--- src/shared/laldec_map.vh ---
`ifndef LALDEC_MAP_VH
`define LALDEC_MAP_VH
// ----------------------------------------------------------------
// Opcode fields
// ----------------------------------------------------------------
`define LALDEC_OP_HI 15
`define LALDEC_OP_LO 8
`define LALDEC_OP_ADD_LIT 8'h0F
`define LALDEC_OP_AND_LIT 8'h0B
`define LALDEC_OP_OR_LIT 8'h09
`define LALDEC_OP_XOR_LIT 8'h0A
`define LALDEC_OP_SUB_LIT 8'h08
`define LALDEC_OP_LOAD_LIT 8'h0E
`define LALDEC_OP_LOAD_BANK 12'h010
`define LALDEC_OP_MUL_LIT 8'h0D
`define LALDEC_OP_RET_LIT 8'h0C
`define LALDEC_OP_PTR_W1 10'h3B8
`define LALDEC_OP_PTR_W2 8'hF0
`define LALDEC_OP_TBL 14'h0002
`define LALDEC_OP_ADD_FILE 6'h09
`define LALDEC_SECOND_WORD 4'hF
// ----------------------------------------------------------------
// Table pointer modes and addressing
// ----------------------------------------------------------------
`define LALDEC_TBL_NONE 2'h0
`define LALDEC_TBL_POSTINC 2'h1
`define LALDEC_TBL_POSTDEC 2'h2
`define LALDEC_TBL_PREINC 2'h3
`define LALDEC_INDEXED_MAX 8'h5F
`define LALDEC_ACC_RESET 8'h00
`define LALDEC_FLAGS_RESET 5'h00
`define LALDEC_BANK_RESET 4'h0
`define LALDEC_TBLPTR_RESET 21'h000000
`define LALDEC_PTR_RESET 12'h000
// Flag bit positions in the status vector.
`define LALDEC_FLAG_C 0
`define LALDEC_FLAG_DC 1
`define LALDEC_FLAG_Z 2
`define LALDEC_FLAG_OV 3
`define LALDEC_FLAG_N 4
`endif

--- src/rtl/laldec_core.v ---
`timescale 1ns/1ps
`include "laldec_map.vh"
// Function
// - add_literal_to_acc adds literal, sets all flags
// - and_literal_to_acc ANDs, sets zero and negative
// - or_literal_to_acc ORs, sets zero and negative
// - xor_literal_to_acc XORs, sets zero and negative
// - literal_minus_acc subtracts accumulator, all flags
// - load_literal_acc loads literal, flags untouched
// - load_literal_bank loads bank low nibble
// - multiply_literal_acc multiplies, flags untouched
// - return_with_literal loads accumulator, two cycles
// - load_pointer_literal two words form 12-bit pointer
// - table_read_op two cycles, four pointer modes
// - table_write_op two cycles, pointer modes
// - Program counter change adds a no-operation cycle
// - Lone second word executes as no-operation
// - Port read-modify-write sources pin levels
// - Timer count write clears assigned prescaler
// - add_acc_to_file_reg adds, d selects destination
// - Access bit selects access or banked
// - Extended set, low address uses indexed
module laldec_core (
  input wire clock,
  input wire srst,
  input wire [15:0] instr_word,
  input wire ext_set_en,
  input wire [7:0] file_rdata,
  input wire file_is_port,
  input wire [7:0] port_pins,
  input wire file_is_timer_zero,
  input wire prescaler_to_timer,
  input wire [7:0] index_base,
  output wire [1:0] phase,
  output reg fetch_next_q,
  output reg [11:0] file_raddr_q,
  output reg file_raddr_indexed_q,
  output reg file_we_q,
  output reg [11:0] file_waddr_q,
  output reg [7:0] file_wdata_q,
  output reg [7:0] working_accumulator_q,
  output reg [4:0] status_flags_q,
  output reg [3:0] bank_select_reg_q,
  output reg [15:0] product_q,
  output reg [11:0] file_select_pointer0_q,
  output reg [11:0] file_select_pointer1_q,
  output reg [11:0] file_select_pointer2_q,
  output reg [20:0] table_ptr_q,
  output reg table_read_q,
  output reg table_write_q,
  output reg return_pop_q,
  output reg prescaler_clear_q
);
  // ----------------------------------------------------------------
  // Phase sequencing
  // ----------------------------------------------------------------
  localparam PH_DECODE = 2'h0;
  localparam PH_READ = 2'h1;
  localparam PH_PROCESS = 2'h2;
  localparam PH_WRITE = 2'h3;
  // Decoded operation kinds, held over one instruction cycle.
  localparam OP_NOP = 4'h0;
  localparam OP_ADDL = 4'h1;
  localparam OP_ANDL = 4'h2;
  localparam OP_ORL = 4'h3;
  localparam OP_XORL = 4'h4;
  localparam OP_SUBL = 4'h5;
  localparam OP_MOVL = 4'h6;
  localparam OP_BANK = 4'h7;
  localparam OP_MUL = 4'h8;
  localparam OP_RETL = 4'h9;
  localparam OP_PTR1 = 4'hA;
  localparam OP_TRD = 4'hB;
  localparam OP_TWR = 4'hC;
  localparam OP_ADDF = 4'hD;

  reg [3:0] op_q;
  reg [3:0] op_d;
  reg [7:0] lit_q;
  reg dest_file_q;
  reg [1:0] tbl_mode_q;
  reg [1:0] ptr_sel_q;
  reg [3:0] ptr_hi_q;
  reg ptr_pending_q;
  reg extra_cycle_q;
  reg [7:0] operand_q;
  reg [7:0] result_q;
  reg [4:0] result_flags_q;
  reg [11:0] file_addr_d;
  reg indexed_d;
  reg [7:0] pins_s1_q, pins_s2_q, pins_s3_q, pins_q;
  wire [7:0] alu_a;
  wire [7:0] alu_b;
  wire alu_sub;
  wire [7:0] alu_sum;
  wire [4:0] alu_flags;
  wire [7:0] logic_res;
  wire is_second_word;

  laldec_phase u_phase (
    .clock(clock),
    .srst(srst),
    .phase_q(phase)
  );

  // ----------------------------------------------------------------
  // Decode
  // ----------------------------------------------------------------
  assign is_second_word = (instr_word[15:12] == `LALDEC_SECOND_WORD);

  // Opcode decode; an unrecognised word becomes a no-operation.
  always @* begin
    op_d = OP_NOP;
    if (is_second_word) begin
      op_d = OP_NOP;
    end else if (instr_word[15:8] == `LALDEC_OP_ADD_LIT) begin
      op_d = OP_ADDL;
    end else if (instr_word[15:8] == `LALDEC_OP_AND_LIT) begin
      op_d = OP_ANDL;
    end else if (instr_word[15:8] == `LALDEC_OP_OR_LIT) begin
      op_d = OP_ORL;
    end else if (instr_word[15:8] == `LALDEC_OP_XOR_LIT) begin
      op_d = OP_XORL;
    end else if (instr_word[15:8] == `LALDEC_OP_SUB_LIT) begin
      op_d = OP_SUBL;
    end else if (instr_word[15:8] == `LALDEC_OP_LOAD_LIT) begin
      op_d = OP_MOVL;
    end else if (instr_word[15:4] == `LALDEC_OP_LOAD_BANK) begin
      op_d = OP_BANK;
    end else if (instr_word[15:8] == `LALDEC_OP_MUL_LIT) begin
      op_d = OP_MUL;
    end else if (instr_word[15:8] == `LALDEC_OP_RET_LIT) begin
      op_d = OP_RETL;
    end else if (instr_word[15:6] == `LALDEC_OP_PTR_W1) begin
      op_d = OP_PTR1;
    end else if (instr_word[15:2] == `LALDEC_OP_TBL) begin
      op_d = OP_TRD;
    end else if (instr_word[15:2] == (`LALDEC_OP_TBL | 14'h0001)) begin
      op_d = OP_TWR;
    end else if (instr_word[15:10] == `LALDEC_OP_ADD_FILE) begin
      op_d = OP_ADDF;
    end
  end

  always @* begin
    indexed_d = 1'b0;
    if (!instr_word[8] && ext_set_en && (instr_word[7:0] <= `LALDEC_INDEXED_MAX)) begin
      indexed_d = 1'b1;
      file_addr_d = {4'h0, index_base + instr_word[7:0]};
    end else if (!instr_word[8]) begin
      file_addr_d = {{4{instr_word[7]}}, instr_word[7:0]};
    end else begin
      file_addr_d = {bank_select_reg_q, instr_word[7:0]};
    end
  end

  // ----------------------------------------------------------------
  // Execution datapath
  // ----------------------------------------------------------------
  // literal minus accumulator
  assign alu_sub = (op_q == OP_SUBL);
  assign alu_a = lit_q;
  assign alu_b = (op_q == OP_ADDF) ? operand_q : working_accumulator_q;
  laldec_alu u_alu (
    .a((op_q == OP_ADDF) ? working_accumulator_q : alu_a),
    .b(alu_b),
    .sub(alu_sub),
    .sum(alu_sum),
    .flags(alu_flags)
  );
  assign logic_res = (op_q == OP_ANDL) ? (lit_q & working_accumulator_q) :
                     (op_q == OP_ORL) ? (lit_q | working_accumulator_q) :
                     (lit_q ^ working_accumulator_q);

  // pin level synchroniser
  // A bit moves only once stages two and three agree, so a one-clock glitch never reaches the operand.
  always @(posedge clock) begin
    pins_s1_q <= port_pins;
    pins_s2_q <= pins_s1_q;
    pins_s3_q <= pins_s2_q;
    pins_q <= (pins_s2_q & pins_s3_q) | (pins_q & (pins_s2_q | pins_s3_q));
  end

  always @(posedge clock) begin
    if (srst) begin
      op_q <= OP_NOP;
      lit_q <= 8'h00;
      dest_file_q <= 1'b0;
      tbl_mode_q <= `LALDEC_TBL_NONE;
      ptr_sel_q <= 2'h0;
      ptr_hi_q <= 4'h0;
      ptr_pending_q <= 1'b0;
      extra_cycle_q <= 1'b0;
      operand_q <= 8'h00;
      result_q <= 8'h00;
      result_flags_q <= `LALDEC_FLAGS_RESET;
      fetch_next_q <= 1'b0;
      file_raddr_q <= 12'h000;
      file_raddr_indexed_q <= 1'b0;
      file_we_q <= 1'b0;
      file_waddr_q <= 12'h000;
      file_wdata_q <= 8'h00;
      working_accumulator_q <= `LALDEC_ACC_RESET;
      status_flags_q <= `LALDEC_FLAGS_RESET;
      bank_select_reg_q <= `LALDEC_BANK_RESET;
      product_q <= 16'h0000;
      file_select_pointer0_q <= `LALDEC_PTR_RESET;
      file_select_pointer1_q <= `LALDEC_PTR_RESET;
      file_select_pointer2_q <= `LALDEC_PTR_RESET;
      table_ptr_q <= `LALDEC_TBLPTR_RESET;
      table_read_q <= 1'b0;
      table_write_q <= 1'b0;
      return_pop_q <= 1'b0;
      prescaler_clear_q <= 1'b0;
    end else begin
      file_we_q <= 1'b0;
      fetch_next_q <= 1'b0;
      table_read_q <= 1'b0;
      table_write_q <= 1'b0;
      return_pop_q <= 1'b0;
      prescaler_clear_q <= 1'b0;
      case (phase)
        PH_DECODE: begin
          if (extra_cycle_q) begin
            op_q <= OP_NOP;
            extra_cycle_q <= 1'b0;
          end else if (ptr_pending_q) begin
            op_q <= OP_NOP;
            ptr_pending_q <= 1'b0;
            if (instr_word[15:8] == `LALDEC_OP_PTR_W2) begin
              case (ptr_sel_q)
                2'h0: file_select_pointer0_q <= {ptr_hi_q, instr_word[7:0]};
                2'h1: file_select_pointer1_q <= {ptr_hi_q, instr_word[7:0]};
                default: file_select_pointer2_q <= {ptr_hi_q, instr_word[7:0]};
              endcase
            end
          end else begin
            op_q <= op_d;
            lit_q <= instr_word[7:0];
            dest_file_q <= instr_word[9];
            tbl_mode_q <= instr_word[1:0];
            ptr_sel_q <= instr_word[5:4];
            ptr_hi_q <= instr_word[3:0];
            file_raddr_q <= file_addr_d;
            file_raddr_indexed_q <= indexed_d;
          end
        end
        PH_READ: begin
          operand_q <= file_is_port ? pins_q : file_rdata;
        end
        PH_PROCESS: begin
          if ((op_q == OP_ANDL) || (op_q == OP_ORL) || (op_q == OP_XORL)) begin
            result_q <= logic_res;
            result_flags_q <= status_flags_q;
            result_flags_q[`LALDEC_FLAG_Z] <= (logic_res == 8'h00);
            result_flags_q[`LALDEC_FLAG_N] <= logic_res[7];
          end else begin
            result_q <= alu_sum;
            result_flags_q <= alu_flags;
          end
          if (op_q == OP_MUL) begin
            product_q <= lit_q * working_accumulator_q;
          end
        end
        default: begin
          fetch_next_q <= 1'b1;
          case (op_q)
            OP_ADDL, OP_SUBL: begin
              working_accumulator_q <= result_q;
              status_flags_q <= result_flags_q;
            end
            OP_ANDL, OP_ORL, OP_XORL: begin
              working_accumulator_q <= result_q;
              status_flags_q <= result_flags_q;
            end
            OP_MOVL: working_accumulator_q <= lit_q;
            OP_BANK: bank_select_reg_q <= lit_q[3:0];
            OP_RETL: begin
              working_accumulator_q <= lit_q;
              return_pop_q <= 1'b1;
              extra_cycle_q <= 1'b1;
            end
            OP_PTR1: ptr_pending_q <= 1'b1;
            OP_TRD, OP_TWR: begin
              table_read_q <= (op_q == OP_TRD);
              table_write_q <= (op_q == OP_TWR);
              extra_cycle_q <= 1'b1;
              case (tbl_mode_q)
                `LALDEC_TBL_POSTINC: table_ptr_q <= table_ptr_q + 21'h000001;
                `LALDEC_TBL_POSTDEC: table_ptr_q <= table_ptr_q - 21'h000001;
                `LALDEC_TBL_PREINC: table_ptr_q <= table_ptr_q + 21'h000001;
                default: table_ptr_q <= table_ptr_q;
              endcase
            end
            OP_ADDF: begin
              status_flags_q <= result_flags_q;
              if (dest_file_q) begin
                file_we_q <= 1'b1;
                file_waddr_q <= file_raddr_q;
                file_wdata_q <= result_q;
                prescaler_clear_q <= file_is_timer_zero && prescaler_to_timer;
              end else begin
                working_accumulator_q <= result_q;
              end
            end
            default: working_accumulator_q <= working_accumulator_q;
          endcase
        end
      endcase
    end
  end
endmodule

--- src/rtl/laldec_phase.v ---
`timescale 1ns/1ps
// Four-phase sequencer: one instruction cycle spans four clocks.
module laldec_phase (
  input wire clock,
  input wire srst,
  output reg [1:0] phase_q
);
  // Phase advances every clock and wraps after the fourth.
  always @(posedge clock) begin
    if (srst) begin
      phase_q <= 2'h0;
    end else begin
      phase_q <= phase_q + 2'h1;
    end
  end
endmodule

--- src/rtl/laldec_alu.v ---
`timescale 1ns/1ps
`include "laldec_map.vh"
// Adder with flag generation for add and subtract.
module laldec_alu (
  input wire [7:0] a,
  input wire [7:0] b,
  input wire sub,
  output wire [7:0] sum,
  output wire [4:0] flags
);
  wire [7:0] b_eff;
  wire [8:0] full;
  wire [4:0] low;
  // Subtract adds the inverted operand plus one; carry is not-borrow.
  assign b_eff = sub ? ~b : b;
  assign full = {1'b0, a} + {1'b0, b_eff} + {8'h00, sub};
  assign low = {1'b0, a[3:0]} + {1'b0, b_eff[3:0]} + {4'h0, sub};
  assign sum = full[7:0];
  assign flags[`LALDEC_FLAG_C] = full[8];
  assign flags[`LALDEC_FLAG_DC] = low[4];
  assign flags[`LALDEC_FLAG_Z] = (full[7:0] == 8'h00);
  assign flags[`LALDEC_FLAG_OV] = (a[7] == b_eff[7]) && (full[7] != a[7]);
  assign flags[`LALDEC_FLAG_N] = full[7];
endmodule

--- config.mk ---
export PLATFORM = sky130hd
export DESIGN_NAME = laldec_core
export DESIGN_NICKNAME = d
export VERILOG_FILES = /design/src/rtl/laldec_core.v /design/src/rtl/laldec_phase.v /design/src/rtl/laldec_alu.v
export VERILOG_INCLUDE_DIRS = /design/src /design/src/shared
export SDC_FILE = /design/constraint.sdc
export NUM_CORES = 1
export LEC_CHECK = 0
export BUFFER_PORTS_ARGS = -buffer_cell sky130_fd_sc_hd__buf_2
export CORE_ASPECT_RATIO = 1.4
export CORE_MARGIN = 10
export CORE_UTILIZATION = 25
export CTS_BUF_LIST = sky130_fd_sc_hd__clkbuf_4 sky130_fd_sc_hd__clkbuf_8
export DETAILED_ROUTE_END_ITERATION = 10
export PLACE_DENSITY = 0.5
export SYNTH_ARGS = -nofsm -noshare
export SYNTH_HDL_FRONTEND = slang
export SYNTH_SLANG_ARGS = --single-unit
--- constraint.sdc ---
create_clock -name clock -period 4.8 [get_ports clock]
set_clock_uncertainty 0.05 [all_clocks]
set_input_delay 0.96 -clock clock [delete_from_list [all_inputs] [get_ports clock]]
set_output_delay 0.96 -clock clock [all_outputs]
set_load 0.01 [all_outputs]
==> flow_metrics.env <==
export IMPL_power_frac_comb_pct=12.4
export IMPL_viasPerCell=4.54
export IMPL_io_buffers=176
export IMPL_slew_limit_headroom_pct=21.0
export IMPL_diodes=0
export IMPL_synth_distinct_cells=73
export IMPL_cts_tree="built"
export IMPL_min_path_type="reg2reg"
export IMPL_setup_violations_final=0
export IMPL_first_global_vias=10007
export IMPL_crit_type="reg2reg"
export IMPL_die_w_microns=200
export IMPL_hold_depth=0
export IMPL_grt_start_max_net_pins=67
export IMPL_power_frac_clock_pct=34.2
export IMPL_busiest_layer="met2"
export IMPL_detail_route_antenna_nets=0
export IMPL_switching_share_pct=29.8
export IMPL_drc=0
export IMPL_synth_flop_cell="dfxtp_1"
export IMPL_io_pins=177
export IMPL_place_gp_congestion=0.892
export IMPL_multiInputGateArea_sq_um=6750
export IMPL_cts_sinks=198
export IMPL_synth_seq_area_share_pct=34.9
export IMPL_start_util_pct=25.2
export IMPL_globalRouteOverflowTotal=0
export IMPL_period_minus_slack_ps=4500
export IMPL_clkTransAtPathRegs_ps=100
export IMPL_drt_pass1_iterations=5
export IMPL_clk_latency_ps=510
export IMPL_maxCapViolCount=0
export IMPL_pre_cts_ws_ps=168
export IMPL_timing_critical_path_slowest_stage_cell="fa_1"
export IMPL_async_flop_share_pct=0
export IMPL_antenna_found_initial=0
export IMPL_path_max_fanout=8
export IMPL_hpwl_microns=30500
export IMPL_core_sq_um=45000
export IMPL_switching_power_mw=0.973
export IMPL_stdcell_area_sq_um=13400
export IMPL_crit_chain="clkinvlp_4 > buf_4 > nor2_1 > ha_1 > fa_1 > ha_1 > inv_1 > fa_1 > inv_1 > ha_1 > a21o_1 > a21oi_1 > o21ai_0 > a2111o_1 > a41oi_1 > xnor2_1 > nand2_1 > a21oi_1"
export IMPL_grt_met3_usage_pct=3.05
export IMPL_routed_wl_microns=38300
export IMPL_status="completed"
export IMPL_grtUsageMet2_pct=26.6
export IMPL_vias=9712
export IMPL_vdd_ir_drop_max_uv=154
export IMPL_place_area_sq_um=12900
export IMPL_yosysWarnings=0
export IMPL_mostFrequentLayoutCell="nand2_1"
export IMPL_routedWlPerCell_microns=17.9
export IMPL_layout_common_cells="225 x nand2_1, 194 x dfxtp_1, 175 x buf_2, 151 x nor2_1, 126 x a21oi_1"
export IMPL_dieArea_sq_um=54500
export IMPL_start_kind="flip-flop"
export IMPL_synth_seq_cells=198
export IMPL_reg2reg_depth=18
export IMPL_rows=92
export IMPL_slowest_delay_ps=590
export IMPL_cts_max_path_buffers=2
export IMPL_fill_cells=4900
export IMPL_drive_gt1_share_pct=18.1
export IMPL_synth_edf_count=0
export IMPL_drt_initial_drc_count=388
export IMPL_layout_setup_ws_ps=300
export IMPL_cts_hold_buffers=0
export IMPL_crit_arrival_ps=4880
export IMPL_synthCells=1353
export IMPL_grt_pass1_wl_microns=58900
export IMPL_period_share_pct=93.7
export IMPL_root_buffer="clkbuf_8"
export IMPL_areaGrowthSynthToFinish_pct=18.0
export IMPL_ff_latch_area_sq_um=3970
export IMPL_synthesis_area_sq_um=11400
export IMPL_htreeDepth=4
export IMPL_avgSynthCellArea_sq_um=8.39
export IMPL_fmax_mhz=222
export IMPL_syn_nets=1527
export IMPL_grt_use_total_pct=14.1
export IMPL_required_ps=5180
export IMPL_final_hold_viol_count=0
export IMPL_synth_top_area_cell="dfxtp_1"
export IMPL_cp_common_cell="ha_1"
export IMPL_use_met1_pct=14.8
export IMPL_numCtsBuffers=17
export IMPL_die_h_microns=272
export IMPL_p_int_mw=2.30
export IMPL_p_leak_nw=5.96
export IMPL_power_density_nw_per_um2=244
export IMPL_seq_power_share_pct=53.3
export IMPL_worstMarginPinSlew_ps=1180
export IMPL_synth_area_leaders="dfxtp_1 35%, ha_1 9.8%, nand2_1 7.4%"
export IMPL_cp_end_kind="flip-flop"
export IMPL_synth_top_area_share_pct=34.9
export IMPL_maxSlewViolCount=0
export IMPL_fin_nets=1687
==> routing by layer <==
| metal | wire (microns) | up-vias |
|---|---|---|
| li1 | - | 4896 |
| met5 | 0 | - |
| met2 | 20700 | 167 |
| met4 | 1210 | 0 |
| met1 | 14800 | 4607 |
| met3 | 1590 | 42 |
==> per-stage QoR <==
step	setup TNS [ps]	util (%)	hold slack (ps)	power, mW	std cells
after floorplan	0	-	260	2.02	1353
after global placement	0	28.7	262	2.19	2097
after detailed placement	0	28.7	263	2.19	2097
after CTS	0	29.6	280	3.32	2129
after global routing	-11.6	29.8	283	3.43	2137
final	0	29.8	287	3.27	2137
==> worst max-delay path: cells and delay by family, from the launching register on <==
kind,cells,cell delay [ps]
AND/OR/NAND/NOR,2,150
XOR/XNOR,1,140
AO/OA/AOI/OAI,6,1450
flip-flops,1,410
adder cells (fa/ha/maj),5,1760
buffers and inverters,4,490
==> cell usage after synthesis, types with 3 or more instances <==
cell type / instances
o21ai_0: 31
o22ai_1: 4
nand2b_1: 16
nand2_1: 225
o21a_1: 5
clkbuf_1: 57
or2_2: 5
xnor2_1: 33
a31oi_1: 8
dfxtp_1: 198
inv_1: 83
fa_1: 39
buf_6: 3
buf_2: 7
nor2b_1: 13
and2_1: 5
a311oi_1: 5
o31ai_1: 3
o211ai_1: 6
nor4_1: 3
maj3_1: 8
nand3_1: 8
ha_1: 89
a21oi_1: 126
a21oi_2: 3
nor3_1: 29
nor2_1: 152
nand4_1: 6
a211oi_1: 37
mux2i_1: 46
xor2_1: 14
clkinv_1: 11
a21o_1: 19
and3_1: 5
==> logic make-up (layout without fill, tap and decap cells) <==
kind of cell	after synthesis	after routing	synth area share (%)
AOI/OAI and AO/OA	281	281	16.1
xor gates and xnor gates	47	47	3.63
adders and majority gates	136	136	17.4
buffers and inverters	163	336	5.70
DFF	198	198	34.9
muxes	48	48	4.29
and+or+nand+nor	480	480	18.0
==> power by group through the flow <==
stage / logic, mW / registers [mW] / clock network (mW)
2_1_floorplan: 0.256 / 1.76 / 0
3_3_place_gp: 0.405 / 1.78 / 0
3_5_place_dp: 0.408 / 1.78 / 0
4_1_cts: 0.410 / 1.75 / 1.17
5_1_grt: 0.457 / 1.75 / 1.22
6_report: 0.407 / 1.74 / 1.12
==> flip-flops by register name (all words and copies together) (netlist names), 4 cells and up <==
register	flops
table_ptr_q	21
product_q	16
file_raddr_q	12
file_select_pointer0_q	12
file_select_pointer1_q	12
file_select_pointer2_q	12
file_waddr_q	12
alu_a	8
file_wdata_q	8
operand_q	8
pins_q	8
pins_s1_q	8
pins_s2_q	8
pins_s3_q	8
result_q	8
working_accumulator_q	8
status_flags_q	5
bank_select_reg_q	4
op_q	4
result_flags_q	4
==> area by class of cell <==
type / count / share of cell area (%)
timing repair buffer: 210 / 8.50
sequential: 198 / 29.6
tap: 611 / 5.71
clock inverter: 13 / 1.04
inverter: 94 / 2.77
clock buffer: 19 / 1.95
multi-input combinational: 992 / 50.4
==> worst paths after layout <==
kind / end / startpoint / slack [ps]
worst max-delay path: product_q[12]$_SDFFE_PP0P_ / working_accumulator_q[3]$_SDFFE_PP0P_ / 300
worst min-delay path: pins_s2_q[6]$_DFF_P_ / pins_s1_q[6]$_DFF_P_ / 290
worst max register to register: product_q[12]$_SDFFE_PP0P_ / working_accumulator_q[3]$_SDFFE_PP0P_ / 300
worst min register to register: pins_s2_q[6]$_DFF_P_ / pins_s1_q[6]$_DFF_P_ / 290
==> timing repair <==
item | in CTS | in global routing
endpoints found under the setup margin | 0 | 4
buffers inserted | 0 | 8
endpoints found under the hold margin | 0 | 0
resized for setup | 0 | 11
Note: power is estimated with default switching activity, not from simulation.
